File: src/xcvr_flags_params.svh
`ifndef XCVR_FLAGS_PARAMS_SVH
`define XCVR_FLAGS_PARAMS_SVH

// ****************************************************************
// register byte offsets
// ****************************************************************
`define OFS_LINE_FLAG      8'h00
`define OFS_XCVR_STATUS    8'h04
`define OFS_XCVR_CONTROL   8'h08
`define OFS_XCVR_MODE      8'h0C
`define OFS_RX_TX_DATA     8'h10
`define OFS_ERROR_CODE     8'h14
`define OFS_PROTO_CONFIG   8'h18

// ****************************************************************
// field positions
// ****************************************************************
`define BIT_RX_SOURCE_SELECT  5
`define BIT_SOFT_RESET        7
`define BIT_LOOPBACK          2
`define BIT_TURNAROUND        4

// ****************************************************************
// index of each sticky flag in the flag bank
// ****************************************************************
`define FLG_POLL        0
`define FLG_POLL_ACK    1
`define FLG_AUTO_RESP   2
`define FLG_BYTE_ERR    3
`define FLG_TURNAROUND  4
`define FLG_RX_FULL     5
`define FLG_WORD_READY  6
`define FLG_IN_FRAME    7
`define FLG_RX_FAULT    8
`define FLG_COUNT       9

// ****************************************************************
// reset values, counts and answers
// ****************************************************************
`define RST_TX_QUEUE_EMPTY  1'h1
`define LINE_QUIET_CYCLES   5'h10
`define RX_QUEUE_FULL_WORDS 2'h3
`define ALL_STATIONS_ADDR   3'h7
`define RESP_OKAY           2'h0
`define RESP_SLVERR         2'h2

`endif

File: src/xcvr_flags_pkg.sv
`default_nettype none

package xcvr_flags_pkg;

	typedef enum logic [1:0] {
		MODE_COAX     = 2'b00,
		MODE_REPEATER = 2'b01,
		MODE_TWINAX   = 2'b10,
		MODE_OCTET    = 2'b11
	} proto_mode_type;

	typedef enum logic {
		WR_COLLECT = 1'b0,
		WR_RESPOND = 1'b1
	} wr_state_type;

endpackage

`default_nettype wire

File: src/flag_cell.sv
`timescale 1ns/10ps
`default_nettype none

module flag_cell (
	input  wire logic clk_i,
	input  wire logic rst_i,
	input  wire logic soft_rst_i,
	input  wire logic set_i,
	input  wire logic clr_i,
	output logic      flag_o
);

	typedef struct packed {
		logic flag;
	} cell_state_type;

	cell_state_type state;
	cell_state_type next_state;

	// soft reset dominates; otherwise a set in the clearing cycle is kept
	always_comb begin
		next_state = state;
		if (soft_rst_i) begin
			next_state.flag = 1'h0;
		end else if (set_i) begin
			next_state.flag = 1'h1;
		end else if (clr_i) begin
			next_state.flag = 1'h0;
		end
	end

	always_ff @(posedge clk_i or posedge rst_i) begin
		if (rst_i) begin
			state <= '0;
		end else begin
			state <= next_state;
		end
	end

	assign flag_o = state.flag;

endmodule

`default_nettype wire

File: src/line_activity_detect.sv
`timescale 1ns/10ps
`default_nettype none
`include "xcvr_flags_params.svh"

module line_activity_detect (
	input  wire logic clk_i,
	input  wire logic rst_i,
	input  wire logic soft_rst_i,
	input  wire logic line_i,
	output logic      active_o
);

	typedef struct packed {
		logic       prev;
		logic [4:0] quiet;
		logic       active;
	} act_state_type;

	act_state_type state;
	act_state_type next_state;

	always_comb begin
		next_state = state;
		next_state.prev = line_i;
		if (soft_rst_i) begin
			next_state.active = 1'h0;
			next_state.quiet = 5'h00;
		end else if (line_i != state.prev) begin
			next_state.active = 1'h1;
			next_state.quiet = 5'h00;
		end else if (state.active) begin
			next_state.quiet = state.quiet + 5'h01;
			if (next_state.quiet == `LINE_QUIET_CYCLES) begin
				next_state.active = 1'h0;
			end
		end
	end

	always_ff @(posedge clk_i or posedge rst_i) begin
		if (rst_i) begin
			state <= '0;
		end else begin
			state <= next_state;
		end
	end

	assign active_o = state.active;

endmodule

`default_nettype wire

File: src/transceiver_status_flags.sv
`timescale 1ns/10ps
`default_nettype none
`include "xcvr_flags_params.svh"

module transceiver_status_flags (
	// clock and reset
	input  wire logic        CORE_CLK_I,
	input  wire logic        RST_I,
	// register bus, write channels
	input  wire logic [7:0]  AWADDR_I,
	input  wire logic        AWVALID_I,
	output logic             AWREADY_O,
	input  wire logic [31:0] WDATA_I,
	input  wire logic [3:0]  WSTRB_I,
	input  wire logic        WVALID_I,
	output logic             WREADY_O,
	output logic [1:0]       BRESP_O,
	output logic             BVALID_O,
	input  wire logic        BREADY_I,
	// register bus, read channels
	input  wire logic [7:0]  ARADDR_I,
	input  wire logic        ARVALID_I,
	output logic             ARREADY_O,
	output logic [31:0]      RDATA_O,
	output logic [1:0]       RRESP_O,
	output logic             RVALID_O,
	input  wire logic        RREADY_I,
	// serial line inputs
	input  wire logic        DATA_IN_I,
	input  wire logic        ANALOG_RX_I,
	// transmitter state
	input  wire logic        TX_ACTIVE_I,
	input  wire logic        TX_FIFO_EMPTY_I,
	input  wire logic        TX_FIFO_FULL_I,
	// receiver events as one-cycle pulses, plus the station address
	input  wire logic        RX_WORD_VALID_I,
	input  wire logic        RX_ERROR_I,
	input  wire logic        START_SEQ_I,
	input  wire logic        END_MSG_I,
	input  wire logic        POLL_CMD_I,
	input  wire logic        POLL_ACK_CMD_I,
	input  wire logic        AUTO_RESP_CMD_I,
	input  wire logic        BYTE_PARITY_ERR_I,
	input  wire logic        ADDR_DECODED_I,
	input  wire logic [2:0]  STATION_ADDR_I,
	// receiver data path
	input  wire logic [1:0]  RX_FIFO_COUNT_I,
	input  wire logic [2:0]  RX_TOP_BITS_I,
	input  wire logic [7:0]  RX_DATA_I,
	input  wire logic [4:0]  ERR_CODE_I,
	// transceiver side outputs
	output logic             RX_SERIAL_O,
	output logic             TX_WRITE_O,
	output logic [7:0]       TX_WDATA_O,
	output logic             RX_READ_O,
	output logic             ECR_READ_O,
	output logic             XCVR_RESET_O,
	output logic             LOOPBACK_O
);

	// ****************************************************************
	// state
	// ****************************************************************
	typedef struct packed {
		xcvr_flags_pkg::wr_state_type   wstate;
		logic                           aw_got;
		logic                           w_got;
		logic [7:0]                     waddr;
		logic [7:0]                     wdata;
		logic                           wlane0;
		logic                           awready;
		logic                           wready;
		logic                           bvalid;
		logic [1:0]                     bresp;
		logic                           arready;
		logic                           rvalid;
		logic [31:0]                    rdata;
		logic [1:0]                     rresp;
		logic                           src_sel;
		logic                           soft_rst;
		xcvr_flags_pkg::proto_mode_type mode;
		logic                           loopback;
		logic                           first_done;
		logic                           rx_serial;
		logic                           tx_busy;
		logic                           tx_full;
		logic                           tx_empty;
		logic                           wr_recent;
		logic                           rxq3_prev;
		logic                           tx_write;
		logic [7:0]                     tx_wdata;
		logic                           rx_read;
		logic                           ecr_read;
	} main_state_type;

	main_state_type state;
	main_state_type next_state;

	logic [`FLG_COUNT-1:0] flags;
	logic [`FLG_COUNT-1:0] set_vec;
	logic [`FLG_COUNT-1:0] clr_vec;
	logic                  line_active;
	logic                  data_read;
	logic                  data_write;
	logic                  ecr_rd;
	logic                  turn_w1c;
	logic [7:0]            line_flag_val;
	logic [7:0]            status_val;

	// ****************************************************************
	// flag bank
	// ****************************************************************
	genvar gi;
	generate
		for (gi = 0; gi < `FLG_COUNT; gi = gi + 1) begin : g_flag
			flag_cell u_flag (
				.clk_i      (CORE_CLK_I),
				.rst_i      (RST_I),
				.soft_rst_i (state.soft_rst),
				.set_i      (set_vec[gi]),
				.clr_i      (clr_vec[gi]),
				.flag_o     (flags[gi])
			);
		end
	endgenerate

	line_activity_detect u_activity (
		.clk_i      (CORE_CLK_I),
		.rst_i      (RST_I),
		.soft_rst_i (state.soft_rst),
		.line_i     (state.rx_serial),
		.active_o   (line_active)
	);

	// ****************************************************************
	// flag set and clear terms
	// ****************************************************************
	logic coax;
	logic first_frame;
	logic dav_now;

	always_comb begin
		coax = (state.mode == xcvr_flags_pkg::MODE_COAX);
		// the repeater's first frame leaves the byte error flag undefined; keep it low
		first_frame = (state.mode == xcvr_flags_pkg::MODE_REPEATER) && !state.first_done;
		dav_now = flags[`FLG_WORD_READY] | RX_WORD_VALID_I;
		set_vec = '0;
		clr_vec = '0;
		set_vec[`FLG_POLL] = coax & POLL_CMD_I & dav_now;
		set_vec[`FLG_POLL_ACK] = coax & POLL_ACK_CMD_I & dav_now;
		set_vec[`FLG_AUTO_RESP] = coax & AUTO_RESP_CMD_I & dav_now;
		set_vec[`FLG_BYTE_ERR] = ((coax | ((state.mode == xcvr_flags_pkg::MODE_REPEATER) & !first_frame))
			& BYTE_PARITY_ERR_I)
			| ((state.mode == xcvr_flags_pkg::MODE_TWINAX) & ADDR_DECODED_I
			& (STATION_ADDR_I == `ALL_STATIONS_ADDR) & dav_now);
		set_vec[`FLG_TURNAROUND] = END_MSG_I;
		set_vec[`FLG_RX_FULL] = (RX_FIFO_COUNT_I == `RX_QUEUE_FULL_WORDS) & !state.rxq3_prev;
		set_vec[`FLG_WORD_READY] = RX_WORD_VALID_I;
		set_vec[`FLG_IN_FRAME] = START_SEQ_I;
		set_vec[`FLG_RX_FAULT] = RX_ERROR_I;
		clr_vec[`FLG_POLL] = data_read;
		clr_vec[`FLG_POLL_ACK] = data_read;
		clr_vec[`FLG_AUTO_RESP] = data_read;
		clr_vec[`FLG_BYTE_ERR] = data_read;
		clr_vec[`FLG_TURNAROUND] = data_write | turn_w1c;
		clr_vec[`FLG_RX_FULL] = data_read;
		clr_vec[`FLG_WORD_READY] = data_read | RX_ERROR_I;
		clr_vec[`FLG_IN_FRAME] = END_MSG_I | RX_ERROR_I;
		clr_vec[`FLG_RX_FAULT] = ecr_rd;
	end

	always_comb begin
		line_flag_val = {state.tx_empty, flags[`FLG_RX_FULL], line_active, flags[`FLG_TURNAROUND],
			flags[`FLG_BYTE_ERR], flags[`FLG_AUTO_RESP], flags[`FLG_POLL_ACK], flags[`FLG_POLL]};
		status_val = {state.tx_full, state.tx_busy, flags[`FLG_RX_FAULT], flags[`FLG_IN_FRAME],
			flags[`FLG_WORD_READY], RX_TOP_BITS_I};
	end

	// ****************************************************************
	// bus slave and transceiver control
	// ****************************************************************
	logic       wr_fire;
	logic [7:0] wa;
	logic [7:0] wd;
	logic       wl0;
	logic       rd_fire;

	always_comb begin
		next_state = state;
		data_read = 1'h0;
		data_write = 1'h0;
		ecr_rd = 1'h0;
		turn_w1c = 1'h0;
		wr_fire = 1'h0;
		rd_fire = ARVALID_I & state.arready;
		wa = state.aw_got ? state.waddr : AWADDR_I;
		wd = state.w_got ? state.wdata : WDATA_I[7:0];
		wl0 = state.w_got ? state.wlane0 : WSTRB_I[0];
		next_state.tx_write = 1'h0;
		next_state.rx_read = 1'h0;
		next_state.ecr_read = 1'h0;

		case (state.wstate)
			xcvr_flags_pkg::WR_COLLECT: begin
				if (AWVALID_I && state.awready) begin
					next_state.aw_got = 1'h1;
					next_state.waddr = AWADDR_I;
					next_state.awready = 1'h0;
				end
				if (WVALID_I && state.wready) begin
					next_state.w_got = 1'h1;
					next_state.wdata = WDATA_I[7:0];
					next_state.wlane0 = WSTRB_I[0];
					next_state.wready = 1'h0;
				end
				if (next_state.aw_got && next_state.w_got) begin
					wr_fire = 1'h1;
					next_state.bvalid = 1'h1;
					next_state.bresp = `RESP_OKAY;
					next_state.wstate = xcvr_flags_pkg::WR_RESPOND;
				end
			end
			xcvr_flags_pkg::WR_RESPOND: begin
				if (BREADY_I) begin
					next_state.bvalid = 1'h0;
					next_state.aw_got = 1'h0;
					next_state.w_got = 1'h0;
					next_state.awready = 1'h1;
					next_state.wready = 1'h1;
					next_state.wstate = xcvr_flags_pkg::WR_COLLECT;
				end
			end
			default: begin
				next_state.wstate = xcvr_flags_pkg::WR_COLLECT;
			end
		endcase

		if (wr_fire) begin
			case (wa)
				`OFS_LINE_FLAG: begin
					turn_w1c = wl0 & wd[`BIT_TURNAROUND];
				end
				`OFS_XCVR_STATUS: begin
				end
				`OFS_XCVR_CONTROL: begin
					if (wl0) begin
						next_state.src_sel = wd[`BIT_RX_SOURCE_SELECT];
					end
				end
				`OFS_XCVR_MODE: begin
					if (wl0) begin
						next_state.soft_rst = wd[`BIT_SOFT_RESET];
					end
				end
				`OFS_RX_TX_DATA: begin
					if (wl0) begin
						data_write = 1'h1;
						next_state.tx_write = 1'h1;
						next_state.tx_wdata = wd;
					end
				end
				`OFS_ERROR_CODE: begin
				end
				`OFS_PROTO_CONFIG: begin
					if (wl0) begin
						next_state.mode = xcvr_flags_pkg::proto_mode_type'(wd[1:0]);
						next_state.loopback = wd[`BIT_LOOPBACK];
					end
				end
				default: begin
					next_state.bresp = `RESP_SLVERR;
				end
			endcase
		end

		// read side: one read in flight, data captured at the address handshake
		if (rd_fire) begin
			next_state.arready = 1'h0;
			next_state.rvalid = 1'h1;
			next_state.rresp = `RESP_OKAY;
			next_state.rdata = 32'h0000_0000;
			case (ARADDR_I)
				`OFS_LINE_FLAG: next_state.rdata[7:0] = line_flag_val;
				`OFS_XCVR_STATUS: next_state.rdata[7:0] = status_val;
				`OFS_XCVR_CONTROL: next_state.rdata[`BIT_RX_SOURCE_SELECT] = state.src_sel;
				`OFS_XCVR_MODE: next_state.rdata[`BIT_SOFT_RESET] = state.soft_rst;
				`OFS_RX_TX_DATA: begin
					next_state.rdata[7:0] = RX_DATA_I;
					data_read = 1'h1;
					next_state.rx_read = 1'h1;
				end
				`OFS_ERROR_CODE: begin
					next_state.rdata[4:0] = ERR_CODE_I;
					ecr_rd = 1'h1;
					next_state.ecr_read = 1'h1;
				end
				`OFS_PROTO_CONFIG: next_state.rdata[2:0] = {state.loopback, state.mode};
				default: next_state.rresp = `RESP_SLVERR;
			endcase
		end else if (state.rvalid && RREADY_I) begin
			next_state.rvalid = 1'h0;
			next_state.arready = 1'h1;
		end

		// transceiver-facing status sampling
		next_state.rx_serial = state.src_sel ? ANALOG_RX_I : DATA_IN_I;
		next_state.tx_busy = TX_ACTIVE_I;
		next_state.tx_full = TX_FIFO_FULL_I;
		next_state.rxq3_prev = (RX_FIFO_COUNT_I == `RX_QUEUE_FULL_WORDS);
		// the FIFO's own empty indication lags a write by a cycle; mask it meanwhile
		next_state.wr_recent = data_write;
		next_state.tx_empty = TX_FIFO_EMPTY_I & !data_write & !state.wr_recent;
		if (state.soft_rst) begin
			next_state.first_done = 1'h0;
			next_state.tx_empty = `RST_TX_QUEUE_EMPTY;
		end else if (END_MSG_I && (state.mode == xcvr_flags_pkg::MODE_REPEATER)) begin
			next_state.first_done = 1'h1;
		end
	end

	always_ff @(posedge CORE_CLK_I or posedge RST_I) begin
		if (RST_I) begin
			state <= '0;
			state.awready <= 1'h1;
			state.wready <= 1'h1;
			state.arready <= 1'h1;
			state.tx_empty <= `RST_TX_QUEUE_EMPTY;
		end else begin
			state <= next_state;
		end
	end

	// ****************************************************************
	// outputs
	// ****************************************************************
	assign AWREADY_O = state.awready;
	assign WREADY_O = state.wready;
	assign BRESP_O = state.bresp;
	assign BVALID_O = state.bvalid;
	assign ARREADY_O = state.arready;
	assign RDATA_O = state.rdata;
	assign RRESP_O = state.rresp;
	assign RVALID_O = state.rvalid;
	assign RX_SERIAL_O = state.rx_serial;
	assign TX_WRITE_O = state.tx_write;
	assign TX_WDATA_O = state.tx_wdata;
	assign RX_READ_O = state.rx_read;
	assign ECR_READ_O = state.ecr_read;
	assign XCVR_RESET_O = state.soft_rst;
	assign LOOPBACK_O = state.loopback;
endmodule

`default_nettype wire

File: config.mk
export PLATFORM = sky130hd
export DESIGN_NAME = transceiver_status_flags
export DESIGN_NICKNAME = d
export VERILOG_FILES = /design/src/xcvr_flags_pkg.sv /design/src/flag_cell.sv /design/src/line_activity_detect.sv /design/src/transceiver_status_flags.sv
export VERILOG_INCLUDE_DIRS = /design/src
export SDC_FILE = /design/constraint.sdc
export NUM_CORES = 1
export LEC_CHECK = 0
export BUFFER_PORTS_ARGS = -buffer_cell sky130_fd_sc_hd__buf_2
export CAP_MARGIN = 5
export CORE_UTILIZATION = 44
export DETAILED_ROUTE_END_ITERATION = 10
export GPL_TIMING_DRIVEN = 0
export PLACE_DENSITY_LB_ADDON = 0.2
export SLEW_MARGIN = 30
export SYNTH_ARGS = -nofsm -noshare
export SYNTH_HDL_FRONTEND = slang
export SYNTH_SLANG_ARGS = --single-unit
File: constraint.sdc
create_clock -name CORE_CLK_I -period 2.5 [get_ports CORE_CLK_I]
set_input_delay 0.125 -clock CORE_CLK_I [delete_from_list [all_inputs] [get_ports CORE_CLK_I]]
set_output_delay 0.125 -clock CORE_CLK_I [all_outputs]
set_load 0.1 [all_outputs]
==> results_dict.tcl, run 1 <==
set metrics [dict create \
    row_count 33 \
    p_leak_nw 2.44 \
    die_w_microns 95.0 \
    cts.clk_slew.worst_paths_ps 80 \
    ys_ff_latch 74 \
    ys_types 51 \
    r2r.worst_path.cells 6 \
    hold_depth 2 \
    synth_edf_count 0 \
    slew_headroom_pct 57.4 \
    r2r-start "state[82]" \
    hp-start "DATA_IN_I" \
    track_usage_pct 19.6 \
    crit_top_cell "buf_6" \
    min_period_over_period_pct 98.0 \
    rsz0062_at_grt "no" \
    r2r_slack_ps 50 \
    numCtsBuffers 9 \
    grt_pass1_vias 2764 \
    cts.sink_count 74 \
    cpPeakStageDelay_ps 550 \
    insertedDiodeCount 0 \
    endpoint_kind "register" \
    cts_max_path_buffers 2 \
    cts_setup_buffers 0 \
    port_buffers 94 \
    placed_area_sq_um 4520 \
    dr.pass1.iters 4 \
    wl_per_cell_microns 13.8 \
    finalSetupTns_ps 0 \
    gp_congestion 0.803 \
    crit_fanout 10 \
    hold_path_class "input port to register" \
    crit_required_ps 2730 \
    grt_pass1_wl_microns 13200 \
    clock_latency_ps 350 \
    initial_core_util_pct 45.9 \
    fin_crit_ps 2450 \
    hpwl_microns 6080 \
    wl_microns 8150 \
    startpoint_type "register" \
    synthCells 345 \
    area_delta_synth_final_pct 26.8 \
    skew_ps 10.4 \
    design_area_sq_um 4830 \
    setup_viol 0 \
    nNetsFinal 578 \
    cp_top_family "simple AND/OR/NAND/NOR gates" \
    cp_num_buf_inv 2 \
    drt-initial-drc-count 98 \
    critPathKind "register to register" \
    yosys_warnings 0 \
    crit_arrival_ps 2680 \
    p_per_area_nw_per_um2 927 \
    fmaxAchievable_mhz 408 \
    path_cells "buf_6 -> or4b_4 -> a211o_1 -> or4_4 -> buf_6 -> mux2_4" \
    cts_tree "done" \
    via_per_inst 4.88 \
    ios 149 \
    die_h_microns 95.0 \
    fill_cells 747 \
    ant_nets 0 \
    antenna_found_initial 0 \
    whs_ps 15.4 \
    synth_area_sq_um 3810 \
    finalMaxSlewViolations 0 \
    ys_seq_area_share_pct 48.8 \
    drive_above_1_share_pct 43.6 \
    cts_root_buf "clkbuf_8" \
    cpMaxStageDelayCell "or4_4" \
    grt_max_degree 39 \
    status "finished, final reports clean" \
    core_sq_um 8300 \
    die-area_sq_um 9030 \
    ir_worst_vdd_mv 0.531 \
    overflow 0 \
    drcViolationCount 0 \
    h-tree-depth 3 \
    ys.flop_type "dfrtp_1" \
    cap_violations 0 \
    worst_slew_pin_slew_ps 639 \
    report.final.hold_viol_count 0 \
    async_flop_share_pct 100 \
    syn_area_per_cell_sq_um 11.0 \
    holdPathEnd "RX_SERIAL_O" \
    regToRegEndpoint "TX_WDATA_O[7]" \
    num_vias 2893 \
]
==> power breakdown <==
| part | internal (W) | switching [W] |
|---|---|---|
| Sequential | 0.00151 | 0.000186 |
| Clock | 0.000560 | 0.000462 |
| Combinational | 0.000616 | 0.00115 |
==> cell usage after synthesis (4+ instances only) <==
master,instances,area (sq um)
dfrtp_1,70,1750
buf_4,44,330
mux2_2,35,394
nand2_1,25,93.8
nor2_1,17,63.8
inv_1,16,60.1
o21ai_0,14,70.1
a21oi_1,12,60.1
clkbuf_1,12,45.0
mux2i_1,10,100
mux2_4,8,120
a22oi_1,7,52.6
nor3_1,6,30.0
nand4_1,5,31.3
a31oi_1,4,25.0
dfstp_2,4,105
==> registers in the layout, summed over array words and instances, names as in the netlist <==
name                  flops
state                    27
g_flag.u_flag.flag_o      9
RDATA_O                   8
TX_WDATA_O                8
u_activity.state          6
BRESP_O                   2
ARREADY_O                 1
AWREADY_O                 1
BVALID_O                  1
ECR_READ_O                1
LOOPBACK_O                1
RRESP_O                   1
RVALID_O                  1
RX_READ_O                 1
RX_SERIAL_O               1
TX_WRITE_O                1
WREADY_O                  1
XCVR_RESET_O              1
line_flag_val             1
u_activity.active_o       1
==> cells in the final DEF, fill, tap and decap left out, drive strengths merged, types with 7 or more instances in the layout <==
master | synthesis | routed
a21oi | 12 | 12
dfrtp | 70 | 70
dlygate4sd3 | 0 | 7
mux2i | 10 | 10
clkbuf | 12 | 21
conb | 1 | 25
nor2 | 17 | 17
inv | 16 | 16
o21ai | 14 | 14
mux2 | 43 | 43
nand2 | 25 | 25
buf | 46 | 142
a22oi | 7 | 7
==> final cells by class <==
type | instances | area [sq um] | share of cell area, %
Buffer | 58 | 398 | 8.24
Clock buffer | 9 | 124 | 2.57
Clock inverter | 7 | 93.8 | 1.94
Inverter | 16 | 62.6 | 1.30
Multi-Input combinational cell | 221 | 1590 | 32.9
Sequential cell | 74 | 1860 | 38.5
Tap cell | 105 | 131 | 2.72
Timing Repair Buffer | 103 | 572 | 11.8
==> per-layer routing <==
metal | vias to the layer above | wire (microns) | global-route usage, %
met1 | 1357 | 3580 | 25.6
met3 | 12 | 458 | 2.95
met4 | 0 | 128 | 7.70
met5 | - | 0 | 0
li1 | 1421 | - | -
met2 | 103 | 3990 | 32.7
==> per-stage QoR <==
stage | cells | util [%] | total power, W | setup WS, ps
final | 593 | 58.2 | 0.00447 | 49.3
after global routing | 593 | 58.2 | 0.00474 | 6.60
after CTS | 593 | 58.1 | 0.00451 | 14.5
after detailed placement | 569 | 54.5 | 0.00346 | -37.0
after global placement | 568 | 54.2 | 0.00341 | -409
after floorplan | 369 | - | 0.00314 | 74.0
==> worst max-delay path by stage <==
stage / start / to / depth (start not counted)
after floorplan: state[82] / TX_WDATA_O[0] / 6
after global placement: RST_I / TX_WDATA_O[1] / 2
after detailed placement: state[82] / TX_WDATA_O[3] / 6
after CTS: state[82] / TX_WDATA_O[7] / 6
after global routing: state[82] / TX_WDATA_O[7] / 6
final: state[82] / TX_WDATA_O[7] / 6
==> logic make-up after synthesis <==
group                      Yosys count  synth area share (%)
and+or+nand+nor                     77                  10.3
DFF                                 74                  48.8
AOI/OAI and AO/OA                   58                  9.99
other                                1                0.0985
xor gates and xnor gates             5                  1.15
adders and majority gates            1                 0.329
muxes                               55                  17.3
buffers and inverters               74                  12.0
==> repair_timing <==
item                                   in CTS  in global routing
cloned                                      1                  0
hold buffers                                7                  0
resized for setup                           3                  1
pin swaps                                   3                  0
setup endpoints to repair                   8                  8
endpoints found under the hold margin      38                  0
No activity file was read; power rests on OpenSTA's default activity.
==> run 2: changes to the inputs <==
--- a/config.mk
+++ b/config.mk
@@ -8,11 +8,13 @@
 export LEC_CHECK = 0
 export BUFFER_PORTS_ARGS = -buffer_cell sky130_fd_sc_hd__buf_2
 export CAP_MARGIN = 5
-export CORE_UTILIZATION = 44
+export CORE_UTILIZATION = 45
 export DETAILED_ROUTE_END_ITERATION = 10
+export GPL_ROUTABILITY_DRIVEN = 0
 export GPL_TIMING_DRIVEN = 0
 export PLACE_DENSITY_LB_ADDON = 0.2
 export SLEW_MARGIN = 30
 export SYNTH_ARGS = -nofsm -noshare
 export SYNTH_HDL_FRONTEND = slang
+export SYNTH_HIERARCHICAL = 1
 export SYNTH_SLANG_ARGS = --single-unit
==> results_dict.tcl, run 2 <==
set metrics [dict create \
    status "finished, final reports clean" \
    num_vias 2921 \
    p_leak_nw 2.67 \
    design_area_sq_um 5070 \
    synthTopCellsByCount "dfrtp_1, buf_4, mux2_2" \
    h-tree-depth 3 \
    core_sq_um 8380 \
    yosys_warnings 6 \
    report.final.hold_viol_count 0 \
    cap_violations 0 \
    ys_types 59 \
    synthCells 365 \
    syn_area_per_cell_sq_um 10.9 \
    wl_microns 8190 \
    ys_ff_latch 74 \
    endpoint_kind "primary output" \
    synth_area_leaders "dfrtp_1, mux2_2, buf_4, mux2i_1, inv_1" \
    yosysTopAreaCell "dfrtp_1" \
    area_delta_synth_final_pct 27.5 \
    fin_crit_ps 1850 \
    fmaxAchievable_mhz 539 \
    finalSetupTns_ps 0 \
    preCtsSetupSlack_ps 622 \
    cpMaxStageDelayCell "dfrtp_1" \
    finalMaxSlewViolations 0 \
    die_h_microns 96.0 \
    cpPeakStageDelay_ps 830 \
    final_cell_mix "buf_2, dfrtp_1, buf_4" \
    ys.flop_type "dfrtp_1" \
    setup_viol 0 \
    synth_most_common_cell "dfrtp_1" \
    row_count 33 \
    hpwl_microns 6270 \
    drive_above_1_share_pct 43.7 \
    top_register "state" \
    grt_pass1_vias 2685 \
    cts.clk_slew.worst_paths_ps 80 \
    dr.pass1.iters 4 \
    grt_pass1_wl_microns 12800 \
    layout_commonest_cell "buf_2" \
    grt_max_degree 44 \
    worst_slew_pin_slew_ps 742 \
    drcViolationCount 0 \
    nNetsFinal 603 \
    r2r_slack_ps 710 \
    p_per_area_nw_per_um2 595 \
    crit_arrival_ps 1730 \
    port_buffers 93 \
    placed_area_sq_um 4690 \
    synth_area_sq_um 3980 \
    initial_core_util_pct 47.5 \
    die_w_microns 96.0 \
    ir_worst_vdd_mv 0.311 \
    die-area_sq_um 9220 \
    numCtsBuffers 9 \
    via_per_inst 4.73 \
    overflow 0 \
    clock_latency_ps 350 \
    slew_headroom_pct 50.6 \
    finalWorstSetupSlack_ps 646 \
    skew_ps 8.50 \
    drt-initial-drc-count 102 \
    async_flop_share_pct 100 \
    whs_ps 17.3 \
    track_usage_pct 18.5 \
    antenna_found_initial 0 \
    synth_top_area_share_pct 44.0 \
    critPathKind "register to primary output" \
    cts_max_path_buffers 2 \
    power.total_w 0.00301 \
    largest_register_ffs 27 \
    min_period_over_period_pct 74.2 \
    cp_top_family "flip-flops" \
    cts_tree "done" \
    rsz0062_at_grt "no" \
    cts_root_buf "clkbuf_8" \
    synth_edf_count 0 \
    ant_nets 0 \
    crit_required_ps 2380 \
    path_cells "buf_2" \
    cts.sink_count 74 \
    cp_num_buf_inv 1 \
    ys_seq_area_share_pct 46.7 \
    wl_per_cell_microns 13.3 \
    ios 149 \
    startpoint_type "register" \
    crit_fanout 16 \
    hold_path_class "input port to register" \
    insertedDiodeCount 0 \
]
[run 2: report_power, final]
part / switching [W] / internal (W)
combinational: 0.000434 / 0.000183
clock: 0.000461 / 0.000667
sequential: 0.0000293 / 0.00124
[run 2: final timing paths]
path                            cells after the start         start                 endpoint
worst max-delay path                                1  XCVR_RESET_O             XCVR_RESET_O
worst min register to register                      0   RX_SERIAL_O      u_activity/state[6]
worst min-delay path                                2    WDATA_I[7]                state[72]
max in group asynchronous                           4         RST_I                 WREADY_O
min in group asynchronous                           3         RST_I  g_flag[3].u_flag/flag_o
worst max register to register                      5     AWREADY_O            TX_WDATA_O[5]
[run 2: kinds of logic after synthesis]
kind of cell               count (synthesis)  synth area share [%]
AOI/OAI and AO/OA                         50                  9.69
adders and majority gates                  1                 0.315
and+or+nand+nor                           96                  13.6
buffers and inverters                     85                  12.7
xor gates and xnor gates                   5                  1.10
other                                      1                0.0943
muxes                                     53                  15.9
DFF                                       74                  46.7
[run 2: worst register-to-register path, delay by kind of cell (launching register included)]
family | cells | cell delay (ps)
AO/OA/AOI/OAI | 1 | 80
buffers and inverters | 1 | 180
flip-flops | 1 | 590
multiplexers | 1 | 300
AND/OR/NAND/NOR | 2 | 520
[run 2: through the flow]
stage | instances | util [%]
floorplan | 389 | -
global placement | 587 | 55.7
detailed placement | 588 | 55.9
CTS | 618 | 60.5
global route | 618 | 60.5
finish | 618 | 60.5
[run 2: layout make-up]
cell class              instances  area (sq um)
inverters                      31           119
plain buffers                  54           389
well taps                     105           131
multi-input cells             230          1710
clock buffers                  10           128
repair buffers                108           626
flip-flops and latches         74          1860
fillers                       760          3310
clock inverters                 6           115
[run 2: what timing repair did]
action	CTS	global route
hold buffers	14	0
hold endpoints to repair	40	0
gates resized for setup	0	0
setup endpoints to repair	0	0
buffers inserted	0	0
[run 2: routing by layer]
layer | wire length, microns | vias to the layer above | GRT usage [%]
met4 | 95 | 0 | 6.72
met2 | 4000 | 96 | 31.0
met5 | 0 | - | 0
met1 | 3560 | 1352 | 22.9
met3 | 534 | 7 | 5.06
li1 | - | 1466 | -
==> run 3: changes to the inputs <==
==> constraint.sdc (replaced) <==
create_clock -name CORE_CLK_I -period 1.59 [get_ports CORE_CLK_I]
set_input_delay 0.0795 -clock CORE_CLK_I [delete_from_list [all_inputs] [get_ports CORE_CLK_I]]
set_output_delay 0.0795 -clock CORE_CLK_I [all_outputs]
set_load 0.1 [all_outputs]
==> results_dict.tcl, run 3 (synthesized netlist as in run 2, its figures left out) <==
set metrics [dict create \
    p_per_area_nw_per_um2 869 \
    largest_register_ffs 27 \
    die_w_microns 96.0 \
    track_usage_pct 20.4 \
    wl_microns 8580 \
    p_clk_share_pct 35.0 \
    drive_above_1_share_pct 46.2 \
    report.final.hold_viol_count 0 \
    cap_violations 0 \
    cts_max_path_buffers 2 \
    crit_required_ps 1820 \
    preCtsSetupSlack_ps -254 \
    numCtsBuffers 9 \
    dr_wl_met2_microns 4240 \
    top_layer "met4" \
    startpoint_type "register" \
    cts.sink_count 74 \
    rsz0062_at_grt "yes" \
    p_leak_nw 2.80 \
    cpPeakStageDelay_ps 640 \
    grt_pass1_vias 2977 \
    cpMaxStageDelayCell "dfstp_4" \
    cts.clk_slew.worst_paths_ps 80 \
    grt_max_degree 45 \
    placed_area_sq_um 4740 \
    core_sq_um 8380 \
    die_h_microns 96.0 \
    instances_no_fill 642 \
    status "complete, but fails checks" \
    die-area_sq_um 9220 \
    fmaxAchievable_mhz 579 \
    ant_nets 0 \
    h-tree-depth 3 \
    port_buffers 93 \
    hold_path_class "input port to register" \
    top_register "state" \
    hpwl_microns 6160 \
    finalMaxSlewViolations 0 \
    nNetsFinal 627 \
    ios 149 \
    final_cell_mix "buf_2, dfrtp_1, buf_4" \
    dr_wl_met3_microns 423 \
    ir_worst_vdd_mv 0.420 \
    row_count 33 \
    placed_cells 588 \
    endpoint_kind "register" \
    design_area_sq_um 5390 \
    antenna_found_initial 0 \
    insertedDiodeCount 0 \
    skew_ps 7.60 \
    clock_latency_ps 340 \
    crit_fanout 10 \
    overflow 0 \
    fin_crit_ps 1730 \
    grt_pass1_wl_microns 14100 \
    p_sw_share_pct 31.3 \
    final_util_pct 64.3 \
    cts_tree "done" \
    path_cells "a21oi_4 -> nor4_4 -> nand4bb_1 -> buf_6 -> mux2_4" \
    layout_commonest_cell "buf_2" \
    min_period_over_period_pct 109 \
    drcViolationCount 0 \
    critPathKind "register to register" \
    met1_length_microns 3760 \
    power.switching_w 0.00147 \
    setup_viol 14 \
    dr.pass1.iters 4 \
    num_vias 3031 \
    initial_core_util_pct 47.5 \
    power.total_w 0.00469 \
    finalWorstSetupSlack_ps -136 \
    p_int_w 0.00322 \
    p_seq_share_pct 42.9 \
    drt-initial-drc-count 68 \
    via_per_inst 4.72 \
    violations "negative setup slack" \
    crit_arrival_ps 1960 \
    cts_root_buf "clkbuf_8" \
    wl_per_cell_microns 13.4 \
    area_delta_synth_final_pct 35.6 \
    pwr-share-comb_pct 22.1 \
]
-- run 3: final cells by class --
class | count | area [sq um]
clock inverter | 6 | 90.1
tap | 105 | 131
buffer | 54 | 399
timing repair buffer | 132 | 856
fill | 697 | 2990
sequential | 74 | 1870
multi-input combinational | 230 | 1790
clock buffer | 10 | 138
inverter | 31 | 119
-- run 3: worst paths after layout --
check	start	endpoint	slack (ps)	cells after the start
setup / recovery	AWREADY_O	TX_WDATA_O[0]	-140	5
hold / removal	BREADY_I	AWREADY_O	20	3
setup reg to reg	AWREADY_O	TX_WDATA_O[0]	-140	5
hold reg to reg	RX_SERIAL_O	u_activity/state[6]	420	0
max in group asynchronous	RST_I	ARREADY_O	730	4
min in group asynchronous	RST_I	g_flag[4].u_flag/flag_o	230	3
-- run 3: repair_timing --
item                                    CTS  global route
pin swaps                                 3             3
hold buffers                             29             1
buffers inserted                          2             7
endpoints found under the setup margin   17            26
endpoints found under the hold margin    56             1
resized for setup                         9             5
-- run 3: stage by stage --
step           TNS [ps]  hold slack [ps]
2_1_floorplan     -3590             -192
3_3_place_gp     -46150             24.7
3_5_place_dp      -3100             48.7
4_1_cts           -1360            0.205
5_1_grt           -2050             5.56
6_report          -1390             18.1
-- run 3: power by group through the flow --
stage          Combinational (W)  Clock, W  Sequential [W]
6_report                 0.00104   0.00164         0.00201
5_1_grt                  0.00111   0.00177         0.00202
4_1_cts                  0.00101   0.00169         0.00201
3_5_place_dp            0.000951         0         0.00204
3_3_place_gp            0.000931         0         0.00204
2_1_floorplan           0.000701         0         0.00210
-- run 3: worst max-delay path: cells and delay by family, from the launching register on --
family / cells / cell delay (ps)
DFF: 1 / 640
muxes: 1 / 300
and+or+nand+nor: 2 / 420
AOI/OAI and AO/OA: 1 / 60
buffers and inverters: 1 / 190
-- run 3: per-layer routing --
layer | vias to the layer above | track usage, %
met1 | 1415 | 24.8
met4 | 0 | 7.96
li1 | 1518 | -
met5 | - | 0
met2 | 84 | 35.0
met3 | 14 | 4.58
